`src/rtl/fsac_pkg.sv`:
```
// Shared constants and types of the flash sector access controller
package fsac_pkg;

    // ****************************************
    // Sector layout
    // ****************************************
    localparam logic [15:0] SECT0_BASE     = 16'hF000;
    localparam logic [15:0] SECT1_BASE     = 16'hE000;
    localparam int unsigned SECTOR_KB      = 4;
    localparam int unsigned ONE_SECT_KB    = 4;
    localparam int unsigned TWO_SECT_KB    = 8;
    localparam int unsigned FLASH_KB_DFLT  = 60;

    // ****************************************
    // Option byte and reset values
    // ****************************************
    localparam int unsigned OPT_PROT_BIT   = 0;
    localparam logic        PROT_RESET     = 1'b1;

    // ****************************************
    // Serial link frame
    // ****************************************
    localparam int unsigned FRAME_BITS     = 32;
    localparam int unsigned READ_BITS      = 8;
    localparam int unsigned FR_OP_LSB      = 24;
    localparam int unsigned FR_ADDR_LSB    = 8;
    localparam int unsigned FR_DATA_LSB    = 0;

    // ****************************************
    // Pin synchroniser slots
    // ****************************************
    localparam int unsigned PIN_CLK        = 0;
    localparam int unsigned PIN_DATA       = 1;
    localparam int unsigned PIN_VSEL       = 2;
    localparam int unsigned PIN_TOOL       = 3;
    localparam int unsigned PIN_COUNT      = 4;

    typedef enum logic [2:0] {
        OP_PROG       = 3'h0,
        OP_SECT_ERASE = 3'h1,
        OP_MASS_ERASE = 3'h2,
        OP_OPTION_WR  = 3'h3,
        OP_READ       = 3'h4
    } fsac_op_e;

    typedef struct packed {
        fsac_op_e    op;
        logic [15:0] addr;
        logic [7:0]  data;
    } fsac_req_s;

endpackage

```
`src/rtl/fsac_ctrl.sv`:
```
// Flash sector access controller: mode, lock, protection and serial link
`timescale 1ns/1ps
module fsac_ctrl #(
    parameter int unsigned FLASH_KB  = fsac_pkg::FLASH_KB_DFLT,
    parameter bit          MASK_PART = 1'b0,
    parameter bit          MASK_PROT = 1'b0
) (
    input  wire logic                sys_clk,
    input  wire logic                rst_n,
    input  wire logic                core_req_valid,
    input  wire fsac_pkg::fsac_req_s core_req,
    output logic                     core_done,
    output logic                     core_err,
    output logic                     flash_cmd_valid,
    output fsac_pkg::fsac_req_s      flash_cmd,
    input  wire logic                flash_done,
    input  wire logic [7:0]          flash_rdata,
    input  wire logic [7:0]          option_byte,
    input  wire logic                incircuit_serial_clock,
    input  wire logic                incircuit_serial_data_in,
    output logic                     incircuit_serial_data_out,
    output logic                     incircuit_serial_data_oe,
    input  wire logic                programming_voltage_select,
    input  wire logic                tool_attached,
    input  wire logic                app_data_out,
    input  wire logic                app_data_oe,
    output logic                     app_serial_clock,
    output logic                     app_serial_data,
    output logic                     incircuit_comm_mode,
    output logic                     readout_protect_option_bit,
    output logic                     low_voltage_detector_en
);

    // ****************************************
    // Sector decode
    // ****************************************
    localparam int unsigned NSECT = (FLASH_KB <= fsac_pkg::ONE_SECT_KB) ? 1 :
                                    (FLASH_KB <= fsac_pkg::TWO_SECT_KB) ? 2 : 3;
    localparam logic [16:0] LOW_ADDR = 17'(32'h10000 - FLASH_KB * 1024);

    function automatic logic [1:0] sector_of(input logic [15:0] a);
        if (a >= fsac_pkg::SECT0_BASE)
            return 2'h0;
        else if (a >= fsac_pkg::SECT1_BASE)
            return 2'h1;
        return 2'h2;
    endfunction

    function automatic logic present(input logic [15:0] a);
        return ({1'b0, a} >= LOW_ADDR) && (32'(sector_of(a)) < NSECT);
    endfunction

    function automatic logic allowed(input fsac_pkg::fsac_req_s r, input logic priv,
                                     input logic prot);
        unique case (r.op)
            fsac_pkg::OP_PROG, fsac_pkg::OP_SECT_ERASE:
                return present(r.addr) && !prot
                       && (priv || sector_of(r.addr) != 2'h0);
            fsac_pkg::OP_MASS_ERASE: return priv && !prot;
            fsac_pkg::OP_OPTION_WR:  return priv && !MASK_PART;
            fsac_pkg::OP_READ:       return 1'b1;
            default:                 return 1'b0;
        endcase
    endfunction

    typedef enum logic [1:0] {
        ST_IDLE = 2'b01,
        ST_WAIT = 2'b10
    } fsac_state_e;

    // ****************************************
    // State
    // ****************************************
    logic [fsac_pkg::PIN_COUNT-1:0]  meta_reg, sync_reg, meta_next, sync_next;
    logic                            clk_prev_reg, clk_prev_next;
    logic [fsac_pkg::FRAME_BITS-1:0] rx_reg, rx_next;
    logic [5:0]                      rx_cnt_reg, rx_cnt_next;
    logic                            pend_reg, pend_next;
    logic [7:0]                      tx_reg, tx_next;
    logic [3:0]                      tx_cnt_reg, tx_cnt_next;
    logic                            link_out_reg, link_out_next;
    logic                            pin_out_reg, pin_out_next, pin_oe_reg, pin_oe_next;
    fsac_state_e                     state_reg, state_next;
    fsac_pkg::fsac_req_s             cur_reg, cur_next, cmd_reg, cmd_next;
    logic                            src_link_reg, src_link_next;
    logic                            purge_reg, purge_next;
    logic                            cmd_v_reg, cmd_v_next;
    logic                            done_reg, done_next, err_reg, err_next;
    logic                            prot_reg, prot_next, loaded_reg, loaded_next;
    logic                            mode_reg, mode_next, lvd_reg, lvd_next;
    logic                            aclk_reg, aclk_next, adat_reg, adat_next;

    // ****************************************
    // Next-state logic
    // ****************************************
    always_comb begin
        fsac_pkg::fsac_req_s   fr;
        fsac_pkg::fsac_req_s   pick;
        logic                  rise;
        logic                  fall;
        logic                  frame_done;
        logic                  take;
        // Request sits in the low bits of the frame; the top bits are padding
        fr            = fsac_pkg::fsac_req_s'(
                            rx_reg[fsac_pkg::FR_DATA_LSB +: $bits(fsac_pkg::fsac_req_s)]);
        pick          = fr;
        meta_next     = {tool_attached, programming_voltage_select,
                         incircuit_serial_data_in, incircuit_serial_clock};
        sync_next     = meta_reg;
        clk_prev_next = sync_reg[fsac_pkg::PIN_CLK];
        rise          = sync_reg[fsac_pkg::PIN_CLK] && !clk_prev_reg;
        fall          = !sync_reg[fsac_pkg::PIN_CLK] && clk_prev_reg;
        rx_next       = rx_reg;
        rx_cnt_next   = rx_cnt_reg;
        tx_next       = tx_reg;
        tx_cnt_next   = tx_cnt_reg;
        link_out_next = link_out_reg;
        frame_done    = 1'b0;
        take          = 1'b0;
        state_next    = state_reg;
        cur_next      = cur_reg;
        cmd_next      = cmd_reg;
        src_link_next = src_link_reg;
        purge_next    = purge_reg;
        cmd_v_next    = 1'b0;
        done_next     = 1'b0;
        err_next      = 1'b0;
        prot_next     = prot_reg;
        loaded_next   = 1'b1;
        // Mode only while the tool holds voltage select and is plugged in
        mode_next     = sync_reg[fsac_pkg::PIN_VSEL] && sync_reg[fsac_pkg::PIN_TOOL];
        lvd_next      = !prot_reg;

        // Option byte read once after reset; a mask part keeps its build value
        if (!loaded_reg)
            prot_next = MASK_PART ? MASK_PROT : option_byte[fsac_pkg::OPT_PROT_BIT];

        // Receive frames MSB first on link clock rises, outside a read reply
        if (!mode_reg) begin
            rx_cnt_next = '0;
        end else if (rise && tx_cnt_reg == '0) begin
            rx_next = {rx_reg[fsac_pkg::FRAME_BITS-2:0], sync_reg[fsac_pkg::PIN_DATA]};
            if (rx_cnt_reg == 6'(fsac_pkg::FRAME_BITS - 1)) begin
                rx_cnt_next = '0;
                frame_done  = 1'b1;
            end else begin
                rx_cnt_next = rx_cnt_reg + 6'h1;
            end
        end
        // Reply bits change on falling edges; the tool reads each one well after the fall
        if (fall && tx_cnt_reg != '0) begin
            link_out_next = tx_reg[6];
            tx_next       = {tx_reg[6:0], 1'b0};
            tx_cnt_next   = tx_cnt_reg - 4'h1;
        end

        unique case (state_reg)
            ST_IDLE: begin
                if (pend_reg && mode_reg) begin
                    take          = 1'b1;
                    src_link_next = 1'b1;
                end else if (core_req_valid && loaded_reg) begin
                    pick          = core_req;
                    src_link_next = 1'b0;
                end
                if ((pend_reg && mode_reg) || (core_req_valid && loaded_reg)) begin
                    cur_next = pick;
                    if (!allowed(pick, mode_reg, prot_reg)) begin
                        done_next = !(pend_reg && mode_reg);
                        err_next  = !(pend_reg && mode_reg);
                    end else begin
                        state_next = ST_WAIT;
                        cmd_v_next = 1'b1;
                        cmd_next   = pick;
                        // Clearing protection wipes the whole array first
                        if (pick.op == fsac_pkg::OP_OPTION_WR && prot_reg
                            && !pick.data[fsac_pkg::OPT_PROT_BIT]) begin
                            purge_next   = 1'b1;
                            cmd_next.op  = fsac_pkg::OP_MASS_ERASE;
                        end
                    end
                end
            end
            ST_WAIT: begin
                if (flash_done) begin
                    if (purge_reg) begin
                        purge_next = 1'b0;
                        cmd_v_next = 1'b1;
                        cmd_next   = cur_reg;
                    end else begin
                        state_next = ST_IDLE;
                        done_next  = !src_link_reg;
                        if (cur_reg.op == fsac_pkg::OP_OPTION_WR)
                            prot_next = cur_reg.data[fsac_pkg::OPT_PROT_BIT];
                        if (cur_reg.op == fsac_pkg::OP_READ && src_link_reg) begin
                            tx_next       = prot_reg ? 8'h00 : flash_rdata;
                            tx_cnt_next   = 4'(fsac_pkg::READ_BITS);
                            link_out_next = prot_reg ? 1'b0 : flash_rdata[7];
                        end
                    end
                end
            end
            default: state_next = ST_IDLE;
        endcase

        // Frame arrival wins over a take in the same cycle
        pend_next = frame_done || (pend_reg && !take);
        // Attached tool owns both link pins, busy or not
        aclk_next    = sync_reg[fsac_pkg::PIN_TOOL] ? 1'b0 : sync_reg[fsac_pkg::PIN_CLK];
        adat_next    = sync_reg[fsac_pkg::PIN_TOOL] ? 1'b0 : sync_reg[fsac_pkg::PIN_DATA];
        pin_oe_next  = sync_reg[fsac_pkg::PIN_TOOL] ? (tx_cnt_next != '0) : app_data_oe;
        pin_out_next = sync_reg[fsac_pkg::PIN_TOOL] ? link_out_next : app_data_out;
    end

    // ****************************************
    // Registers
    // ****************************************
    always_ff @(posedge sys_clk or negedge rst_n) begin
        if (!rst_n) begin
            meta_reg     <= '0;
            sync_reg     <= '0;
            clk_prev_reg <= 1'b0;
            rx_reg       <= '0;
            rx_cnt_reg   <= '0;
            pend_reg     <= 1'b0;
            tx_reg       <= '0;
            tx_cnt_reg   <= '0;
            link_out_reg <= 1'b0;
            pin_out_reg  <= 1'b0;
            pin_oe_reg   <= 1'b0;
            state_reg    <= ST_IDLE;
            cur_reg      <= '0;
            cmd_reg      <= '0;
            src_link_reg <= 1'b0;
            purge_reg    <= 1'b0;
            cmd_v_reg    <= 1'b0;
            done_reg     <= 1'b0;
            err_reg      <= 1'b0;
            prot_reg     <= fsac_pkg::PROT_RESET;
            loaded_reg   <= 1'b0;
            mode_reg     <= 1'b0;
            lvd_reg      <= 1'b0;
            aclk_reg     <= 1'b0;
            adat_reg     <= 1'b0;
        end else begin
            meta_reg     <= meta_next;
            sync_reg     <= sync_next;
            clk_prev_reg <= clk_prev_next;
            rx_reg       <= rx_next;
            rx_cnt_reg   <= rx_cnt_next;
            pend_reg     <= pend_next;
            tx_reg       <= tx_next;
            tx_cnt_reg   <= tx_cnt_next;
            link_out_reg <= link_out_next;
            pin_out_reg  <= pin_out_next;
            pin_oe_reg   <= pin_oe_next;
            state_reg    <= state_next;
            cur_reg      <= cur_next;
            cmd_reg      <= cmd_next;
            src_link_reg <= src_link_next;
            purge_reg    <= purge_next;
            cmd_v_reg    <= cmd_v_next;
            done_reg     <= done_next;
            err_reg      <= err_next;
            prot_reg     <= prot_next;
            loaded_reg   <= loaded_next;
            mode_reg     <= mode_next;
            lvd_reg      <= lvd_next;
            aclk_reg     <= aclk_next;
            adat_reg     <= adat_next;
        end
    end

    assign core_done                  = done_reg;
    assign core_err                   = err_reg;
    assign flash_cmd_valid            = cmd_v_reg;
    assign flash_cmd                  = cmd_reg;
    assign incircuit_serial_data_out  = pin_out_reg;
    assign incircuit_serial_data_oe   = pin_oe_reg;
    assign app_serial_clock           = aclk_reg;
    assign app_serial_data            = adat_reg;
    assign incircuit_comm_mode        = mode_reg;
    assign readout_protect_option_bit = prot_reg;
    assign low_voltage_detector_en    = lvd_reg;

    // ****************************************
    // Checks
    // ****************************************
    logic wr_cmd;
    assign wr_cmd = cmd_v_reg && (cmd_reg.op == fsac_pkg::OP_PROG
                                  || cmd_reg.op == fsac_pkg::OP_SECT_ERASE);

    a_sector0_app_lock: assert property (@(posedge sys_clk) disable iff (!rst_n)
        wr_cmd && sector_of(cmd_reg.addr) == 2'h0 |-> $past(mode_reg))
        else $error("sector 0 changed outside in-circuit mode");
    a_protect_no_write: assert property (@(posedge sys_clk) disable iff (!rst_n)
        wr_cmd |-> !prot_reg)
        else $error("write issued while protected");
    a_absent_sector: assert property (@(posedge sys_clk) disable iff (!rst_n)
        wr_cmd |-> present(cmd_reg.addr))
        else $error("write to an absent sector");
    a_purge_before_opt: assert property (@(posedge sys_clk) disable iff (!rst_n)
        cmd_v_reg && cmd_reg.op == fsac_pkg::OP_OPTION_WR && prot_reg
        && !cmd_reg.data[fsac_pkg::OPT_PROT_BIT] |-> $past(purge_reg))
        else $error("protection cleared without full erase");
    a_mass_erase_priv: assert property (@(posedge sys_clk) disable iff (!rst_n)
        cmd_v_reg && cmd_reg.op == fsac_pkg::OP_MASS_ERASE |-> $past(mode_reg))
        else $error("mass erase from the application");
    a_lvd_protect: assert property (@(posedge sys_clk) disable iff (!rst_n)
        prot_reg ##1 prot_reg |-> !low_voltage_detector_en)
        else $error("detector enabled while protected");
    a_tool_hides_pins: assert property (@(posedge sys_clk) disable iff (!rst_n)
        $past(sync_reg[fsac_pkg::PIN_TOOL]) |-> !app_serial_clock && !app_serial_data)
        else $error("link pins seen by the application");
    a_refuse_no_cmd: assert property (@(posedge sys_clk) disable iff (!rst_n)
        core_err |-> core_done && !cmd_v_reg && $past(state_reg) == ST_IDLE)
        else $error("refused request reached the array");

endmodule // fsac_ctrl

```
`config.mk`:
```
export PLATFORM = sky130hd
export DESIGN_NAME = fsac_ctrl
export DESIGN_NICKNAME = d
export VERILOG_FILES = /design/src/rtl/fsac_pkg.sv /design/src/rtl/fsac_ctrl.sv
export SDC_FILE = /design/constraint.sdc
export NUM_CORES = 1
export LEC_CHECK = 0
export BUFFER_PORTS_ARGS = -buffer_cell sky130_fd_sc_hd__buf_2
export CORE_MARGIN = 2
export CORE_UTILIZATION = 30
export CTS_CLUSTER_SIZE = 30
export DETAILED_ROUTE_END_ITERATION = 12
export GPL_TIMING_DRIVEN = 1
export HOLD_SLACK_MARGIN = 0.12
export PLACE_DENSITY = 0.45
export SETUP_SLACK_MARGIN = 0.1
export SLEW_MARGIN = 10
export SYNTH_ARGS = -nofsm -noshare
export SYNTH_HDL_FRONTEND = slang
export SYNTH_SLANG_ARGS = --single-unit
```
`constraint.sdc`:
```
create_clock -name sys_clk -period 2.25 [get_ports sys_clk]
set_input_delay 0.225 -clock sys_clk [delete_from_list [all_inputs] [get_ports sys_clk]]
set_output_delay 0.225 -clock sys_clk [all_outputs]
set_load 0.1 [all_outputs]
```
== Yosys cells after proc, flatten, opt, wreduce, memory -nomap -nowiden ==
Index checks and enable logic that the tools add are counted.
Operators by class
  add/sub/neg operators: 2
  $mul: 0
  divide/modulo/power cells: 0
  magnitude comparators: 4
  eq/ne operators: 16
  shift operators: 0
  mux-type cells: 80
  bitwise logic cells: 0
  reductions and logical operators: 39
Operators with widths (count)
  2-to-1 mux 27 bit: 7
  one-hot mux 27 bit (2 select lines): 1
  2-to-1 mux 8 bit: 6
  2-to-1 mux 1 bit: 42
  greater-or-equal comparator 16 bit (second input constant): 2
  2-to-1 mux 2 bit: 10
  2-to-1 mux 4 bit: 5
  2-to-1 mux 6 bit: 3
  greater-or-equal comparator 16 x 13 -> 1 bit (second input constant): 1
  logical AND 1 bit: 15
  != test 2 bit (second input constant): 6
  AND reduction 5 bit: 2
  == test 3 x 2 -> 1 bit (second input constant): 3
  nonzero test 4 bit: 2
  zero test 1 bit: 7
  adder 6 x 1 -> 6 bit (second input constant): 1
  == test 3 bit (second input constant): 2
  == test 6 x 5 -> 1 bit (second input constant): 1
  one-hot mux 1 bit (2 select lines): 3
  AND reduction 2 bit: 3
  nonzero test 2 bit: 3
  zero test 4 bit: 1
  one-hot mux 1 bit (4 select lines): 1
  one-hot mux 2 bit (2 select lines): 1
  other kinds (11): 13
Storage, ports and cells
  register bits after elaboration: 125
  bits in latches: 0
  bits in writable memories: 0
  bits in read-only memories: 0
  logic and storage cells: 170
  memories kept: 0

== Depth between registers and ports, before layout ==
Gate-level depths: netlist of the first run.
  depth after elaboration: 24
  mapped depth: 9
  mapped depth without buffers: 8

== Worst setup path after synthesis of the first run ==
No wires, ideal clock.
  path type: register to register
  start point: register mode_reg, in the netlist incircuit_comm_mode
  end point: register cmd_reg, in the netlist flash_cmd[10]
  data arrival time: 2.591 ns
  slack: -0.467 ns
  stages on the path, launching flop included: 9
  path buffers: 2
  clock period less this slack: 2.717 ns
  cells stage by stage: dfrtp_1 > and2_4 > buf_6 > nor2_2 > o211ai_1 > nand4_2 > a22oi_4 > buf_12 > mux2_4
Between the ends
  longest elaborated chain between the ends: 22
  elaborated cells between the ends (all ways): 39
RTL lines
  start: declaration: line fsac_ctrl.sv:90  | logic mode_reg, mode_next, lvd_reg, lvd_next;
  start signal: assignment: line fsac_ctrl.sv:267  | mode_reg <= mode_next;
  logical AND 1 bit: line fsac_ctrl.sv:159, fsac_ctrl.sv:166
  2-to-1 mux 27 bit: line fsac_ctrl.sv:159  | if (pend_reg && mode_reg) begin
  2-to-1 mux 27 bit: line fsac_ctrl.sv:157  | unique case (state_reg)
  greater-or-equal comparator 16 bit: line fsac_ctrl.sv:44  | else if (a >= fsac_pkg::SECT1_BASE)
  2-to-1 mux 1 bit: line fsac_ctrl.sv:44
  2-to-1 mux 1 bit: line fsac_ctrl.sv:42  | if (a >= fsac_pkg::SECT0_BASE)
  2-to-1 mux 1 bit: line fsac_ctrl.sv:55  | unique case (r.op)
  2-to-1 mux 1 bit: line fsac_ctrl.sv:166  | if ((pend_reg && mode_reg) || (core_req_valid && loaded_reg)) begin
  [6 not listed]
  logical AND 1 bit: line fsac_ctrl.sv:50  | return ({1'b0, a} >= LOW_ADDR) && (32'(sector_of(a)) < NSECT);
  logical AND 1 bit: line fsac_ctrl.sv:57  | return present(r.addr) && !prot
  logical AND 1 bit: line fsac_ctrl.sv:58  | && (priv || sector_of(r.addr) != 2'h0);
  one-hot mux 1 bit (4 select lines): line fsac_ctrl.sv:55
  2-to-1 mux 1 bit: line fsac_ctrl.sv:166
  2-to-1 mux 1 bit: line fsac_ctrl.sv:157
  != test 2 bit (no source line)
  AND reduction 5 bit (no source line)
  end signal: assignment: line fsac_ctrl.sv:259  | cmd_reg <= cmd_next;
  end: declaration: line fsac_ctrl.sv:84  | fsac_pkg::fsac_req_s cur_reg, cur_next, cmd_reg, cmd_next;
Parallel ways exist; a longest one is shown, timed or not. The select of a mux whose other input is x is not followed.
A chain may end at the register's enable or synchronous reset.

== Worst setup path after layout of the first run ==
  start point: register mode_reg, in the netlist incircuit_comm_mode
  end point: register cmd_reg, in the netlist flash_cmd[17]
Same word-level chain as after synthesis.

==> out/results.tsv, run 1 <==
metric	value	unit
avgRoutedWirePerCell	15.6	um
place.gp.congestion	0.849	
drc	0	
ir_worst_vdd	0.729	mV
antenna_found_initial	0	
fp.coreArea	0.0189	sq mm
start_util	30.8	%
crit_required	2.55	ns
finalClockSkew	0.0129	ns
synthCells	503	
cts_tree	done	
io_pins	90	
ys_async_sr_fraction	100	%
p_leak	3.64	nW
fin_setup_tns	0	ns
clkPwrFrac	30.3	%
grt.total_usage	14.5	%
finalCriticalPeriod	2.19	ns
ant_nets	0	
io_buffers	82	
synth_top_cell_by_area	dfrtp_1	
fmax	456	MHz
grt_pass1_vias	4342	
final_max_slew_viol_count	0	
final_util	40.3	%
insertedDiodeCount	0	
powerDensity	1180	mW/mm^2
avgSynthCellArea	11.6	sq um
pwr-share-comb	37.0	%
routed_wl	14000	um
final_cell_mix	dfrtp_1, buf_2, mux2i_1	
viasPerCell	4.69	
clkTransAtPathRegs	0.06	ns
setup_ws	0.0575	ns
synth_edf_count	0	
cts_root_buf	clkbuf_16	
yosysWarningCount	0	
critPathMaxFanout	6	
cts.sink_count	124	
finalHoldViolCount	0	
setup_viol	0	
critical_path_arrival	2.49	ns
ys_top_cells_by_area	dfrtp_1, mux2i_1, mux2_2	
drive_gt1_share	34.2	%
switching_share	39.6	%
nets	683	
num_vias	4211	
cts_inserted_buffers	17	
seq_power_share	32.7	%
drtIter0Drc	186	
dp_hpwl	9230	um
rsz0062_at_grt	yes	
fin_crit_sh	97.4	%
ys_types	59	
grt_pass1_wl	22800	um
fp.dieH	143	um
hp-class	in -> reg	
overflow	0	
clockBufferDepth	2	
clock_latency	0.42	ns
critPathCaptureType	flip-flop	
power.internal	5.42	mW
first_pass_iters	4	
synth.yosys.seq_area_share	53.3	%
synth_fp_nets	560	
synth_ff_type	dfrtp_1	
layout_commonest_cell	dfrtp_1	
slew-limit-headroom	50.0	%
die_w	143	um
tightest_slew	0.747	ns
maxCapViolCount	0	
synth-seq-cells	124	
die_area	0.0205	sq mm
worstSetupStartpointType	flip-flop	
std_cell_rows	50	
place_ws	0.00388	ns
worst-setup-path-type	reg -> reg	
synthToLayoutAreaGrowth	30.7	%
grt_start_max_net_pins	49	
htreeDepth	4	
p_sw	3.56	mW
syn_area	0.00582	sq mm
synth_top_area_share	52.4	%
status	completed	
==> routing by layer <==
| layer | wire (um) | track usage [%] | vias up |
|---|---|---|---|
| met5 | 0 | 0 | - |
| met3 | 576 | 3.73 | 16 |
| met4 | 208 | 5.11 | 0 |
| met1 | 6710 | 19.3 | 2058 |
| li1 | - | - | 2042 |
| met2 | 6500 | 22.9 | 95 |
==> power groups by stage <==
stage / clock, mW / combinational [mW] / sequential [mW]
finish: 2.72 / 3.32 / 2.93
global route: 2.89 / 3.52 / 3.00
CTS: 2.79 / 3.26 / 2.93
detailed placement: 0 / 3.06 / 2.97
global placement: 0 / 3.03 / 2.96
floorplan: 0 / 0.987 / 4.42
==> cell type report <==
cell class | instances | area [sq um]
flip-flops and latches | 124 | 3110
clock buffers | 23 | 458
clock inverters | 8 | 118
multi-input cells | 331 | 2570
repair buffers | 132 | 957
fillers | 1863 | 11300
well taps | 260 | 325
inverters | 20 | 75.1
==> cell usage after synthesis, drive strengths merged (2+ instances only) <==
library cell	number
mux2	55
inv	19
a22oi	3
nand2	44
a32o	2
nand3	12
ha	4
nor2	28
nor3	3
a21oi	17
o22ai	14
clkbuf	18
a41oi	2
mux2i	48
and2	6
buf	10
or4	2
a31oi	5
xnor2	2
nand4	6
a21boi	2
nand2b	2
nor4	3
dfstp	2
a21o	3
nor2b	7
dfrtp	122
xor2	3
o21ai	40
==> per-stage QoR <==
| step | instance area, sq um | total power [mW] | hold slack, ns | std cells |
|---|---|---|---|---|
| after detailed placement | 6660 | 6.03 | 0.218 | 841 |
| after global routing | 7610 | 9.41 | 0.133 | 898 |
| after floorplan | 5830 | 5.41 | -0.0706 | 503 |
| after CTS | 7510 | 8.99 | 0.121 | 893 |
| final | 7610 | 8.98 | 0.126 | 898 |
| after global placement | 6660 | 5.98 | 0.211 | 841 |
==> final timing paths <==
check	cells after the start	slack [ns]	endpoint	start
worst max register to register	8	0.06	flash_cmd[17]$_DFFE_PN0P_	incircuit_comm_mode$_DFF_PN0_
max in group asynchronous	3	1.23	readout_protect_option_bit$_DFF_PN1_	rst_n
min in group asynchronous	2	0.31	flash_cmd[15]$_DFFE_PN0P_	rst_n
worst min-delay path	3	0.13	cur_reg[16]$_DFFE_PN0P_	core_req[16]
worst min register to register	0	0.35	sync_reg[0]$_DFF_PN0_	meta_reg[0]$_DFF_PN0_
worst max-delay path	8	0.06	flash_cmd[17]$_DFFE_PN0P_	incircuit_comm_mode$_DFF_PN0_
==> worst max-delay path, stage by stage, from the launching register on <==
cell and delay (ns):
dfrtp_4 0.47, and2_4 0.15, or4_4 0.43, a22oi_2 0.18, nor2b_2 0.07, a22oi_4 0.18, buf_6 0.15, clkbuf_16 0.16
mux2_4 0.30
==> what timing repair did <==
item / 4_1_cts / 5_1_grt
hold buffers: 18 / 0
setup buffers: 2 / 4
endpoints found under the setup margin: 33 / 59
cloned: 1 / 1
pin swaps: 4 / 6
gates resized for setup: 11 / 13
endpoints found under the hold margin: 48 / 0
==> cells by family after synthesis <==
| kind of cell | after synthesis | share of synthesized area (%) |
|---|---|---|
| DFF | 124 | 53.3 |
| and+or+nand+nor | 118 | 9.95 |
| muxes | 103 | 20.2 |
| AOI/OAI and AO/OA | 100 | 10.8 |
| buffers and inverters | 48 | 4.08 |
| xor gates and xnor gates | 5 | 0.752 |
| adders and majority gates | 4 | 0.860 |
| other | 1 | 0.0644 |
(Power assumes the default switching activity.)
==> run 2, diff against run 1 <==
- CORE_MARGIN: 2 -> unset
- PLACE_DENSITY: 0.45 -> unset
==> run 2 against run 1 <==
  * The flow now finishes with violations (setup timing)
  * Non-clock buffer count rose by 3
  * Cell count increased by 0.67%
  * Die area down 2.8%
  * Utilization increased by 0.17 points
  * Critical endpoint is now flash_cmd[9]$_DFFE_PN0P_
==> out/results.tsv, run 2 (synthesis gave the netlist of run 1 again) <==
metric	value	unit	change
status	complete, but fails checks		
violations	setup timing		
ir_worst_vdd	1.21	mV	+66%
crit_path_max_incr_delay	0.47	ns	about the same
clkTransAtPathRegs	0.05	ns	about the same
cts_tree	done		
drc	0		unchanged
final_util	40.5	%	+0.17 points
final_max_slew_viol_count	0		unchanged
cts_inserted_buffers	17		unchanged
clock_latency	0.41	ns	about the same
maxCapViolCount	0		unchanged
clockBufferDepth	2		unchanged
hold_slack	0.136	ns	+0.0101 ns
drtIter0Drc	235		+26%
viasPerCell	4.68		-0.19%
fin_crit_sh	100	%	+2.7 points
finalClockSkew	0.0149	ns	+0.00196 ns
worst-setup-path-type	reg -> reg		
grt_start_max_net_pins	43		-12%
tightest_slew	0.613	ns	-0.135 ns
crit_chain	and2_4, or4_4, a22oi_2, nor2b_2, a22oi_4, buf_12, clkbuf_16, mux2_4		
first_pass_iters	5		+1
die_area	0.0200	sq mm	-2.8%
fmax	444	MHz	-2.7%
layout_commonest_cell	dfrtp_1		
dp_hpwl	9400	um	+1.8%
fp.dieH	141	um	-1.4%
drive_gt1_share	35.0	%	+0.88 points
rsz0062_at_grt	yes		
finalHoldViolCount	0		unchanged
num_vias	4231		+0.47%
place.gp.congestion	0.920		+8.3%
critPathMaxFanout	6		unchanged
critical_path_arrival	2.54	ns	+0.05 ns
antenna_found_initial	1		+1
crit_required	2.54	ns	about the same
synthToLayoutAreaGrowth	31.3	%	
cpMaxStageDelayCell	dfrtp_4		
nets	686		+0.44%
grt.total_usage	14.6	%	+0.16 points
ant_nets	0		unchanged
powerDensity	1200	mW/mm^2	+1.8%
io_buffers	82		unchanged
io_pins	90		unchanged
slew-limit-headroom	59.2	%	+9.2 points
fp.coreArea	0.0189	sq mm	unchanged
setup_viol	3		+3
std_cell_rows	50		unchanged
critPathCaptureType	flip-flop		
htreeDepth	4		unchanged
routed_wl	14200	um	+1.4%
final_cell_mix	dfrtp_1, buf_2, mux2i_1		
p_leak	3.66	nW	+0.47%
hp-class	in -> reg		
cts.sink_count	124		unchanged
overflow	0		unchanged
cts_root_buf	clkbuf_16		
setup_ws	-0.00417	ns	-0.0617 ns
grt_pass1_wl	22400	um	-2.1%
worstSetupStartpointType	flip-flop		
avgRoutedWirePerCell	15.7	um	+0.69%
grt_pass1_vias	4254		-2.0%
die_w	141	um	-1.4%
finalCriticalPeriod	2.25	ns	+0.0617 ns
start_util	30.8	%	unchanged
-- run 2: cell types whose count changed in the layout (fill, tap and decap cells not counted), sizes merged --
| cell | before | now |
|---|---|---|
| buf | 113 | 117 |
| diode | 0 | 2 |
| dlygate4sd3 | 18 | 17 |
| clkbuf | 24 | 21 |
| clkinvlp | 1 | 2 |
| bufinv | 3 | 4 |
| clkinv | 5 | 7 |
-- run 2: power by group --
part | internal [mW] | leakage (nW) | switching [mW]
Clock | 1.90 | 0.306 | 0.981
Combinational | 1.01 | 1.74 | 2.35
Sequential | 2.67 | 1.61 | 0.256
Total | 5.58 | 3.66 | 3.59
-- run 2: what timing repair did --
item,4_1_cts,5_1_grt
pin swaps,1,6
hold endpoints to repair,52,0
cloned,1,1
hold buffers,17,0
resized for setup,11,5
endpoints found under the setup margin,55,62
setup buffers,5,2
-- run 2: path summary, 6_finish.rpt --
kind	start	to	slack [ns]	cells after the start
max reg2reg	incircuit_comm_mode$_DFF_PN0_	flash_cmd[9]$_DFFE_PN0P_	-0.004	8
max in group asynchronous	rst_n	state_reg[0]$_DFFE_PN1P_	1.13	3
min in group asynchronous	rst_n	app_serial_clock$_DFF_PN0_	0.37	2
min reg2reg	meta_reg[1]$_DFF_PN0_	sync_reg[1]$_DFF_PN0_	0.35	0
min	option_byte[0]	readout_protect_option_bit$_DFF_PN1_	0.14	3
max	incircuit_comm_mode$_DFF_PN0_	flash_cmd[9]$_DFFE_PN0P_	-0.004	8
-- run 2: per-layer routing --
metal	wire length, um	part of all wire, %	vias up	track usage (%)
met5	0	0	-	0
met3	528	3.7	21	2.90
met1	6490	46	2059	19.2
met2	6870	48	101	23.5
li1	-	-	2050	-
met4	301	2.1	0	6.41
-- run 2: per-stage QoR --
| step | worst slack, ns | instance area, sq um | TNS, ns | power, mW | std cells |
|---|---|---|---|---|---|
| 3_5_place_dp | -0.0118 | 6670 | -0.0212 | 6.04 | 844 |
| 2_1_floorplan | -0.187 | 5830 | -4.28 | 5.41 | 503 |
| 6_report | -0.00417 | 7640 | -0.00455 | 9.17 | 904 |
| 3_3_place_gp | 0.00432 | 6670 | 0 | 5.99 | 844 |
| 4_1_cts | -0.0212 | 7580 | -0.175 | 9.17 | 899 |
| 5_1_grt | -0.0519 | 7640 | -0.960 | 9.55 | 903 |
-- run 2: final cells by class --
cell class | instances | area [sq um]
repair buffers | 135 | 953
fillers | 1822 | 11200
flip-flops and latches | 124 | 3110
multi-input cells | 331 | 2550
diodes | 2 | 5.00
well taps | 260 | 325
inverters | 20 | 75.1
clock inverters | 12 | 169
clock buffers | 20 | 457
-- run 2: worst max-delay path: cells and delay by family (launching register included) --
family | cells | cell delay, ns
buffers and inverters | 2 | 0.32
muxes | 1 | 0.29
AOI/OAI and AO/OA | 2 | 0.38
and+or+nand+nor | 3 | 0.65
DFF | 1 | 0.47
